**src/hdl/tcp_defs.vh**
```
// constants for the transcoder host command port
// assumes inclusion by plain name from hdl/
`ifndef TCP_DEFS_VH
`define TCP_DEFS_VH

// ----------------------------------------------------------------
// register numbers (command codes)
// ----------------------------------------------------------------
`define TCP_CMD_NOP        4'h0
`define TCP_CMD_INIT       4'h1
`define TCP_CMD_SLEEP      4'h2
`define TCP_CMD_MUTE       4'h3
`define TCP_CMD_NOISE_EN   4'h4
`define TCP_CMD_NOISE_LVL  4'h5
`define TCP_CMD_QUIET_EN   4'h6
`define TCP_CMD_QUIET_FLG  4'h7
`define TCP_CMD_QUIET_THL  4'h8

// ----------------------------------------------------------------
// reset values
// ----------------------------------------------------------------
`define TCP_RST_BYTE       8'h00
`define TCP_RST_CMD        4'h0
// idle pin levels: sleep pin, chip select and both strobes high
`define TCP_RST_PINS       14'h01e0

// ----------------------------------------------------------------
// field layout
// ----------------------------------------------------------------
`define TCP_HI_MSB         7
`define TCP_HI_LSB         4
`define TCP_LO_MSB         3
`define TCP_LO_LSB         0
`define TCP_NOISE_EN_MASK  8'h0f
`define TCP_NOISE_LVL_MASK 8'h07
`define TCP_QUIET_MASK     8'hf0

// ----------------------------------------------------------------
// host timing (ns) for reference by the bench
// ----------------------------------------------------------------
`define TCP_T_WR_WR_NS     100
`define TCP_T_DW_CW_NS     900
`define TCP_T_CW_RD_NS     100
`define TCP_T_RD_NS        100
`define TCP_CLK_NS         10
`define TCP_T_DW_CW_CYC    ((`TCP_T_DW_CW_NS + `TCP_CLK_NS - 1) / `TCP_CLK_NS)

`endif

```
**src/hdl/tcp_host_port.v**
```verilog
// host command port of a four-channel speech transcoder
// assumes asynchronous host strobes, synchronised here onto clk_sys
//
// Contract
// - command/data select high takes writes as command; low moves data.
// - narrow mode: nibble select high upper half, low lower half.
// - command write with nibble select high enters 4-bit mode.
// - command write with nibble select low enters 8-bit mode.
// - read when select low, read low, write high; device drives bus.
// - write when select low, read high, write low; device captures bus.
// - 8-bit mode data write loads whole byte from bits 7..0.
// - 8-bit mode data read returns whole byte on bits 7..0.
// - all strobes low with both selects high sets synchronous serial mode.
// - undefined strobe combinations do nothing; bus stays released.
// - read request driven low while any enabled encoder is silent.
// - eight encoder/decoder streams run independently and concurrently.
// - law select high picks mu-law, low picks A-law, for all streams.
// - sleep input low stops the oscillator and all clocked activity.
// - pass-through mode uses 8-bit framing instead of 4-bit words.
// - sub-channels A and B share one serial clock per direction.
// - system reset loads every control register with initial value.
// - silence flags are read-only; high when enabled input silent.
`timescale 1ns/100ps
`include "tcp_defs.vh"
module tcp_host_port (
   // clock and reset
   input  wire       clk_sys,
   input  wire       srst,
   // host strobes and selects (asynchronous)
   input  wire       host_chip_select_n,
   input  wire       host_read_strobe_n,
   input  wire       host_write_strobe_n,
   input  wire       cmd_data_select,
   input  wire       nibble_select,
   // host data bus, split three ways
   input  wire [7:0] host_data_in,
   output reg  [7:0] host_data_out,
   output wire       host_data_oe,
   // read request to host
   output wire       read_request_n,
   // chip pins
   input  wire       chip_sleep_n,
   input  wire       law_select,
   // silence from the encoder cores, one per encoder stream
   input  wire [3:0] enc_quiet,
   // control outputs to the speech cores
   output reg  [7:0] stream_init,
   output wire [7:0] stream_sleep,
   output wire [7:0] stream_mute,
   output wire [3:0] noise_enable,
   output wire [2:0] noise_level,
   output wire [3:0] quiet_enable,
   output wire [7:0] quiet_threshold_low,
   output wire       mu_law_mode,
   output wire       clock_run,
   output reg        sync_serial_mode,
   output reg        narrow_mode
);

   // ----------------------------------------------------------------
   // helpers
   // ----------------------------------------------------------------
   // merge one nibble into a byte at the half named by hi
   function [7:0] nib_merge;
      input [7:0] old;
      input [3:0] nib;
      input       hi;
      begin
         if (hi) begin
            nib_merge = {nib, old[`TCP_LO_MSB:`TCP_LO_LSB]};
         end else begin
            nib_merge = {old[`TCP_HI_MSB:`TCP_HI_LSB], nib};
         end
      end
   endfunction

   // one half of a byte, presented on bits 3..0 of the bus
   function [7:0] nib_pick;
      input [7:0] full;
      input       hi;
      begin
         if (hi) begin
            nib_pick = {4'h0, full[`TCP_HI_MSB:`TCP_HI_LSB]};
         end else begin
            nib_pick = {4'h0, full[`TCP_LO_MSB:`TCP_LO_LSB]};
         end
      end
   endfunction

   // registers the store keeps; nop, init strobes and flags never land
   function reg_writable;
      input [3:0] code;
      begin
         case (code)
            `TCP_CMD_SLEEP,
            `TCP_CMD_MUTE,
            `TCP_CMD_NOISE_EN,
            `TCP_CMD_NOISE_LVL,
            `TCP_CMD_QUIET_EN,
            `TCP_CMD_QUIET_THL: reg_writable = 1'b1;
            default:            reg_writable = 1'b0;
         endcase
      end
   endfunction

   // registers whose stored byte reads back; write-only ones read zero
   function reg_readable;
      input [3:0] code;
      begin
         case (code)
            `TCP_CMD_SLEEP,
            `TCP_CMD_MUTE,
            `TCP_CMD_NOISE_EN,
            `TCP_CMD_QUIET_EN: reg_readable = 1'b1;
            default:           reg_readable = 1'b0;
         endcase
      end
   endfunction

   // ----------------------------------------------------------------
   // synchronisers, two flops for every pin
   // ----------------------------------------------------------------
   reg  [13:0] pin_meta_reg;
   reg  [13:0] pin_sync_reg;
   reg  [7:0]  din_meta_reg;
   reg  [7:0]  din_sync_reg;
   wire [13:0] pin_raw;

   assign pin_raw = {enc_quiet, law_select, chip_sleep_n,
                     host_chip_select_n, host_read_strobe_n,
                     host_write_strobe_n, cmd_data_select,
                     nibble_select, 3'h0};

   // data and strobes share the same two stages, so both arrive together;
   // the host must present data no later than its write strobe
   always @(posedge clk_sys) begin
      if (srst) begin
         pin_meta_reg <= `TCP_RST_PINS;
         pin_sync_reg <= `TCP_RST_PINS;
         din_meta_reg <= `TCP_RST_BYTE;
         din_sync_reg <= `TCP_RST_BYTE;
      end else begin
         pin_meta_reg <= pin_raw;
         pin_sync_reg <= pin_meta_reg;
         din_meta_reg <= host_data_in;
         din_sync_reg <= din_meta_reg;
      end
   end

   wire [3:0] quiet_s  = pin_sync_reg[13:10];
   wire       law_s    = pin_sync_reg[9];
   wire       sleep_ns = pin_sync_reg[8];
   wire       cs_n     = pin_sync_reg[7];
   wire       rd_n     = pin_sync_reg[6];
   wire       wr_n     = pin_sync_reg[5];
   wire       cd_sel   = pin_sync_reg[4];
   wire       nb_sel   = pin_sync_reg[3];

   // ----------------------------------------------------------------
   // access decode
   // ----------------------------------------------------------------
   wire acc_wr = !cs_n && rd_n && !wr_n;
   wire acc_rd = !cs_n && !rd_n && wr_n && !cd_sel;
   wire acc_sync = !cs_n && !rd_n && !wr_n && cd_sel && nb_sel;
   wire cmd_wr  = acc_wr && cd_sel;
   wire data_wr = acc_wr && !cd_sel;
   // upper-half access in 8-bit mode is inhibited
   wire data_ok = narrow_mode || !nb_sel;

   // a data write lands once, on its first synced cycle, however long held
   reg wr_prev_reg;
   wire wr_pulse = data_wr && !wr_prev_reg;
   reg [3:0] cmd_reg;

   // ----------------------------------------------------------------
   // command capture and bus width
   // ----------------------------------------------------------------
   always @(posedge clk_sys) begin
      if (srst) begin
         cmd_reg          <= `TCP_RST_CMD;
         narrow_mode      <= 1'b0;
         wr_prev_reg      <= 1'b0;
         sync_serial_mode <= 1'b0;
      end else begin
         wr_prev_reg <= data_wr;
         if (cmd_wr) begin
            cmd_reg     <= din_sync_reg[3:0];
            narrow_mode <= nb_sel;
         end
         if (acc_sync) begin
            sync_serial_mode <= 1'b1;
         end
      end
   end

   // ----------------------------------------------------------------
   // register store
   // ----------------------------------------------------------------
   reg  [7:0] wmask;
   reg  [7:0] wdata;
   reg        wen;
   wire [7:0] rf_q;
   wire [63:0] regs;

   always @* begin
      wdata = din_sync_reg;
      wmask = 8'hff;
      if (narrow_mode) begin
         wdata = nib_merge(8'h00, din_sync_reg[3:0], nb_sel);
         wmask = nb_sel ? 8'hf0 : 8'h0f;
      end
      case (cmd_reg)
         `TCP_CMD_NOISE_EN:  wmask = wmask & `TCP_NOISE_EN_MASK;
         `TCP_CMD_NOISE_LVL: wmask = wmask & `TCP_NOISE_LVL_MASK;
         `TCP_CMD_QUIET_EN:  wmask = wmask & `TCP_QUIET_MASK;
         default:            wmask = wmask;
      endcase
      // flags read-only, init handled as strobes, nop stores nothing
      wen = wr_pulse && data_ok && reg_writable(cmd_reg);
   end

   tcp_regfile u_rf (
      .clk_sys  (clk_sys),
      .srst     (srst),
      .wr_en    (wen),
      .wr_addr  (cmd_reg[2:0]),
      .wr_mask  (wmask),
      .wr_data  (wdata),
      .rd_addr  (cmd_reg[2:0]),
      .rd_data  (rf_q),
      .all_regs (regs)
   );

   // ----------------------------------------------------------------
   // init strobes, one cycle then self clear
   // ----------------------------------------------------------------
   always @(posedge clk_sys) begin
      if (srst) begin
         stream_init <= `TCP_RST_BYTE;
      end else if (wr_pulse && data_ok && cmd_reg == `TCP_CMD_INIT) begin
         stream_init <= wdata & wmask;
      end else begin
         stream_init <= `TCP_RST_BYTE;
      end
   end

   // the threshold register sits at index 0 of the store, remapped
   assign quiet_threshold_low = regs[7:0];
   assign stream_sleep = regs[`TCP_CMD_SLEEP*8 +: 8];
   assign stream_mute  = regs[`TCP_CMD_MUTE*8 +: 8];
   assign noise_enable = regs[`TCP_CMD_NOISE_EN*8 +: 4];
   assign noise_level  = regs[`TCP_CMD_NOISE_LVL*8 +: 3];
   assign quiet_enable = regs[`TCP_CMD_QUIET_EN*8+4 +: 4];

   // ----------------------------------------------------------------
   // silence flags and read request
   // ----------------------------------------------------------------
   wire [3:0] quiet_flags = quiet_s & quiet_enable;
   assign read_request_n = ~|quiet_flags;

   // ----------------------------------------------------------------
   // read path
   // ----------------------------------------------------------------
   reg [7:0] rd_byte;
   always @* begin
      if (cmd_reg == `TCP_CMD_QUIET_FLG) begin
         rd_byte = {quiet_flags, 4'h0};
      end else if (reg_readable(cmd_reg)) begin
         rd_byte = rf_q;
      end else begin
         rd_byte = `TCP_RST_BYTE;
      end
   end

   always @(posedge clk_sys) begin
      if (srst) begin
         host_data_out <= `TCP_RST_BYTE;
      end else if (narrow_mode) begin
         host_data_out <= nib_pick(rd_byte, nb_sel);
      end else begin
         host_data_out <= rd_byte;
      end
   end

   // drive only on a valid read; everything else keeps bus released
   assign host_data_oe = acc_rd && data_ok;

   // ----------------------------------------------------------------
   // chip-level controls
   // ----------------------------------------------------------------
   // clock gating itself is outside; this only requests the stop
   assign clock_run   = sleep_ns;
   assign mu_law_mode = law_s;
   // framing and shared serial clocks live in the cores
endmodule

```
**src/hdl/tcp_regfile.v**
```verilog
// eight-byte control register store with registered read data
// assumes a single clock and synchronous active-high reset
`timescale 1ns/100ps
`include "tcp_defs.vh"
module tcp_regfile (
   // clock and reset
   input  wire       clk_sys,
   input  wire       srst,
   // write side
   input  wire       wr_en,
   input  wire [2:0] wr_addr,
   input  wire [7:0] wr_mask,
   input  wire [7:0] wr_data,
   // read side
   input  wire [2:0] rd_addr,
   output reg  [7:0] rd_data,
   // whole contents
   output wire [63:0] all_regs
);
   reg [7:0] mem_reg [0:7];
   integer i;

   genvar g;
   generate
      for (g = 0; g < 8; g = g + 1) begin : flat
         assign all_regs[g*8 +: 8] = mem_reg[g];
      end
   endgenerate

   // ----------------------------------------------------------------
   // storage
   // ----------------------------------------------------------------
   always @(posedge clk_sys) begin
      if (srst) begin
         for (i = 0; i < 8; i = i + 1) begin
            mem_reg[i] <= `TCP_RST_BYTE;
         end
         rd_data <= `TCP_RST_BYTE;
      end else begin
         if (wr_en) begin
            mem_reg[wr_addr] <= (mem_reg[wr_addr] & ~wr_mask) |
                                (wr_data & wr_mask);
         end
         rd_data <= mem_reg[rd_addr];
      end
   end
endmodule
```
**config.mk**
```make
export PLATFORM = sky130hd
export DESIGN_NAME = tcp_host_port
export DESIGN_NICKNAME = d
export VERILOG_FILES = /design/src/hdl/tcp_host_port.v /design/src/hdl/tcp_regfile.v
export VERILOG_INCLUDE_DIRS = /design/src /design/src/hdl
export SDC_FILE = /design/constraint.sdc
export NUM_CORES = 1
export LEC_CHECK = 0
export BUFFER_PORTS_ARGS = -buffer_cell sky130_fd_sc_hd__buf_2
export CAP_MARGIN = 10
export CORE_MARGIN = 1.5
export CORE_UTILIZATION = 55
export DETAILED_ROUTE_END_ITERATION = 8
export GPL_ROUTABILITY_DRIVEN = 0
export PLACE_DENSITY = 0.87
export SYNTH_ARGS = -nofsm -noshare
export SYNTH_HDL_FRONTEND = slang
export SYNTH_SLANG_ARGS = --single-unit
```
**constraint.sdc**
```tcl
create_clock -name clk_sys -period 2.9 [get_ports clk_sys]
set_input_delay 0.58 -clock clk_sys [delete_from_list [all_inputs] [get_ports clk_sys]]
set_output_delay 0.58 -clock clk_sys [all_outputs]
set_load 0.02 [all_outputs]
```
# Yosys cells after proc, flatten, opt, wreduce, memory -nomap -nowiden
# Memories as Yosys holds them, arrays and structs flattened. A register that Yosys moved wholly into a read port is not among the register bits.
# Cells that the tools add are included.
# op_classes
bitwise_logic	6
magnitude_cmp	0
reduce_logical	28
n_eq_ne	8
multipliers	0
n_mux	22
div_mod_pow	0
n_shift	0
addsub	0
# ops
op	count
8-bit two-way mux	8
8-bit one-hot mux with 3 select lines	1
8-bit bitwise AND	2
4-bit by 3-bit == test with 1-bit output, second input constant	4
1-bit logical AND	15
1-bit two-way mux	9
3-bit two-way mux	3
4-bit by 2-bit == test with 1-bit output, second input constant	2
8-bit NOT	1
8-bit OR	1
4-bit OR reduction	2
8-bit OR reduction	1
1-bit logical NOT	7
6-bit OR reduction	1
4-bit bitwise AND	1
4-bit by 1-bit == test with 1-bit output, second input constant	1
4-bit == test, second input constant	1
4-bit two-way mux	1
2-bit OR reduction	1
1-bit logical OR	1
1-bit NOT	1
# totals
latchBits	0
in_bits	21
regBits	75
romBits	0
ramBits	64
n_memories	1
# mem_list
name	depth	width	rd	rd_ports_with_merged_regs	wr	line	rtl
u_rf.mem_reg	8	8	7	1	8	tcp_regfile.v:20	reg [7:0] mem_reg [0:7];

# Logic depth before layout (Yosys ltp)
# logic_depth
ltp_word	12
ltp_mapped	6
ltp_nobuf	4

# Cells and area by module
# A second synthesis with hierarchy kept.
# unflattened
hier_cells	549
hier_area_um2	6149.6
# by_module_without_submodules
module	cells_each	area_each_um2	instances
tcp_regfile	342	4025.1	1
tcp_host_port	207	2124.5	1

# Worst setup path before layout
# Ideal clock, no wire load.
# synth_path
path_type	input to register
from	input srst
to	memory u_rf.mem_reg[0][0] (enable)
path_slack_ps	380
cell_stages	5
arrival_ps	2186
setup_time_ps	334
cell_sequence	or4b_1 -> or3_1 -> or4_1 -> clkbuf_1 -> nand2b_1
# synth_rtl
element	line	rtl
start, declared	tcp_host_port.v:28	input wire srst,
end, declared	tcp_regfile.v:20	

==> impl_metrics.csv <==
group,metric,value,unit
outcome,outcome,"finished clean",
floorplanning,coreArea,0.00937,mm^2
run,maxCapViolCount,0,
timing,grt_setup_unrepaired,"no",
floorplanning,rows,35,
finish,fin_cells,655,
detailed_routing,firstDrtPassIters,5,
logic_synthesis,yosysSeqAreaShare,62.6,%
timing,fmax,0.428,GHz
cts,numCtsBuffers,17,
placement,dp_cells,623,
detailed_routing,vias,3526,
global_route,grt_max_degree,85,
cts,ctsHtreeMaxLevel,4,
placement,dp_hpwl,7980,um
detailed_routing,routed_wl,11400,um
timing,final.setup.tns,0,ns
finish,fillers,705,
cts,hold_buffers,0,
logic_synthesis,synth_edf_count,64,
cts,cts-resized-gates,0,
power_and_ir_drop,p_per_area,661,mW/mm^2
detailed_routing,viasPerCell,5.38,
floorplanning,io_pins,78,
logic_synthesis,synthAdderAreaFrac,0,%
logic_synthesis,synth_compound_area_share,5.24,%
timing,tightest_slew,0.809,ns
logic_synthesis,yosys_warnings,0,
detailed_routing,route.detailed.drc,0,
detailed_routing,avgRoutedWirePerCell,17.5,um
finish,final_core_util,66.6,%
logic_synthesis,syn_area,0.00538,mm^2
power_and_ir_drop,p_leak,2.40,nW
logic_synthesis,ys.flop_type,"dfxtp_1",
logic_synthesis,synth_mux_area_share,8.57,%
detailed_routing,ant_nets,0,
global_route,first_global_vias,3470,
logic_synthesis,synth_top_area_share,35.8,%
cts,cts_setup_buffers,0,
cts,cts_buffer_depth,2,
cts,cts_root_buf,"clkbuf_8",
worst_setup_path,path_class,"reg2reg",
global_route,grt_pass1_wl,18100,um
logic_synthesis,synthXorXnorAreaFrac,0.163,%
worst_setup_path,critPathLaunchType,"flop",
global_route,grt_usage,24.1,%
logic_synthesis,synth_top_family_by_area,"simple AND/OR/NAND/NOR gates",
power_and_ir_drop,p_total,4.13,mW
power_and_ir_drop,vdd_drop_max,0.386,mV
logic_synthesis,yosys.area_share.simple,16.5,%
finish,synthToLayoutAreaGrowth,16.2,%
logic_synthesis,yosysUniqueCellTypes,40,
finish,largest_register_ff_count,64,
floorplanning,die_w,102,um
global_route,antenna_found_initial,0,
logic_synthesis,async_flop_share,0,%
worst_setup_path,cp-end-kind,"flop",
timing,skew,0.0111,ns
timing,finalCritPeriodShare,80.6,%
detailed_routing,drt_iter0_drc,270,
logic_synthesis,postSynthCellCount,446,
timing,final_hold_viol_count,0,
logic_synthesis,synthTopCellsByArea,"edfxtp_1 36%, dfxtp_1 27%, mux2i_1 5.2%, buf_4 4.9%, nor2_1 4.7%",
timing,slew_violations,0,
logic_synthesis,yosys.area.top_type,"edfxtp_1",
logic_synthesis,synth_most_common_cell,"dfxtp_1",
floorplanning,die_h,102,um
finish,antenna_cells,0,
worst_setup_path,cp_data_required_time,3.15,ns
timing,setup_viol,0,
timing,max-slew-margin-rel,46.1,%
cts,cts_num_sinks,136,
logic_synthesis,ys_ff_latch,136,
finish,layout-drive-gt1-share,26.6,%
timing,min_period,2.34,ns
global_route,grt-ovfl-total,0,
worst_setup_path,path_max_fanout,10,
placement,pre_cts_slack,0.273,ns
cts,clock_latency,0.52,ns
logic_synthesis,synth_common_cells,"72 x dfxtp_1, 68 x nor2_1, 64 x edfxtp_1",
cts,tritoncts,"yes",
timing,setup_ws,0.564,ns
placement,io_buffers,77,
floorplanning,initial_core_util,57.4,%
finish,final_nets,534,
logic_synthesis,syn_area_per_cell,12.1,um^2
floorplanning,die_area,0.0104,mm^2
hold_path,hold_class,"in2reg",
worst_setup_path,worstPathArrival,2.58,ns
cts,clkTransAtPathRegs,0.06,ns
==> layout by cell type, fill, tap and decap left out, types with 5 or more instances in the layout <==
cell type  count
buf_2         77
nor3_1         5
nor2_1        68
edfxtp_1      64
nand4b_1       5
conb_1        16
buf_4         14
nand2b_1      13
a31oi_1        5
clkbuf_16     17
dfxtp_1       72
nand3_1        7
a22oi_1        9
or2_2         10
mux4_2         6
nor2b_1       39
nand2_1       11
mux2i_1       28
==> final cells by class <==
type,count,area (um^2),share of cell area (%)
Multi-Input combinational cell,263,1700,27.2
Timing Repair Buffer,91,490,7.85
Sequential cell,136,3360,53.8
Inverter,4,15.0,0.240
Clock buffer,22,464,7.43
Clock inverter,10,52.6,0.841
Tap cell,129,161,2.58
==> worst paths after layout <==
path / startpoint / end / slack [ns] / depth (start not counted)
setup reg to reg: flop / u_rf.mem_reg[3][5] / 0.56 / 5
setup / recovery: flop / u_rf.mem_reg[3][5] / 0.56 / 5
hold / removal: host_write_strobe_n / pin_meta_reg[5] / 0.24 / 2
hold reg to reg: pin_meta_reg[5] / pin_sync_reg[5] / 0.41 / 1
==> power by group <==
part,internal (mW),switching (mW),leakage [nW]
Combinational,0.0588,0.101,0.900
Sequential,2.08,0.0319,1.24
Clock,1.11,0.753,0.254
==> worst max-delay path, stage by stage, from the launching register on <==
cell and delay (ns):
dfxtp_1 0.75, buf_4 0.31, mux2i_1 0.24, a22oi_1 0.16, a31oi_1 0.51, nor2_1 0.09
==> through the flow <==
stage	area, um^2	hold WS, ns
after floorplan	5430	0.389
after global placement	5730	0.392
after detailed placement	5730	0.397
after CTS	6250	0.225
after global routing	6250	0.230
final	6250	0.244
==> metal layers <==
layer | track usage [%] | routed length [um] | part of all wire, %
met1 | 28.0 | 4450 | 39
met2 | 42.4 | 6010 | 53
met3 | 7.05 | 747 | 6.5
met4 | 8.96 | 238 | 2.1
met5 | 0 | 0 | 0
==> cells by family (layout without fill, tap and decap cells) <==
logic type | count (synthesis) | count (layout)
buffers and inverters | 62 | 127
flip-flops | 136 | 136
XOR/XNOR | 1 | 1
AO/OA/AOI/OAI | 36 | 36
AND/OR/NAND/NOR | 172 | 172
other | 1 | 16
multiplexers | 38 | 38
(Power assumes the default switching activity.)
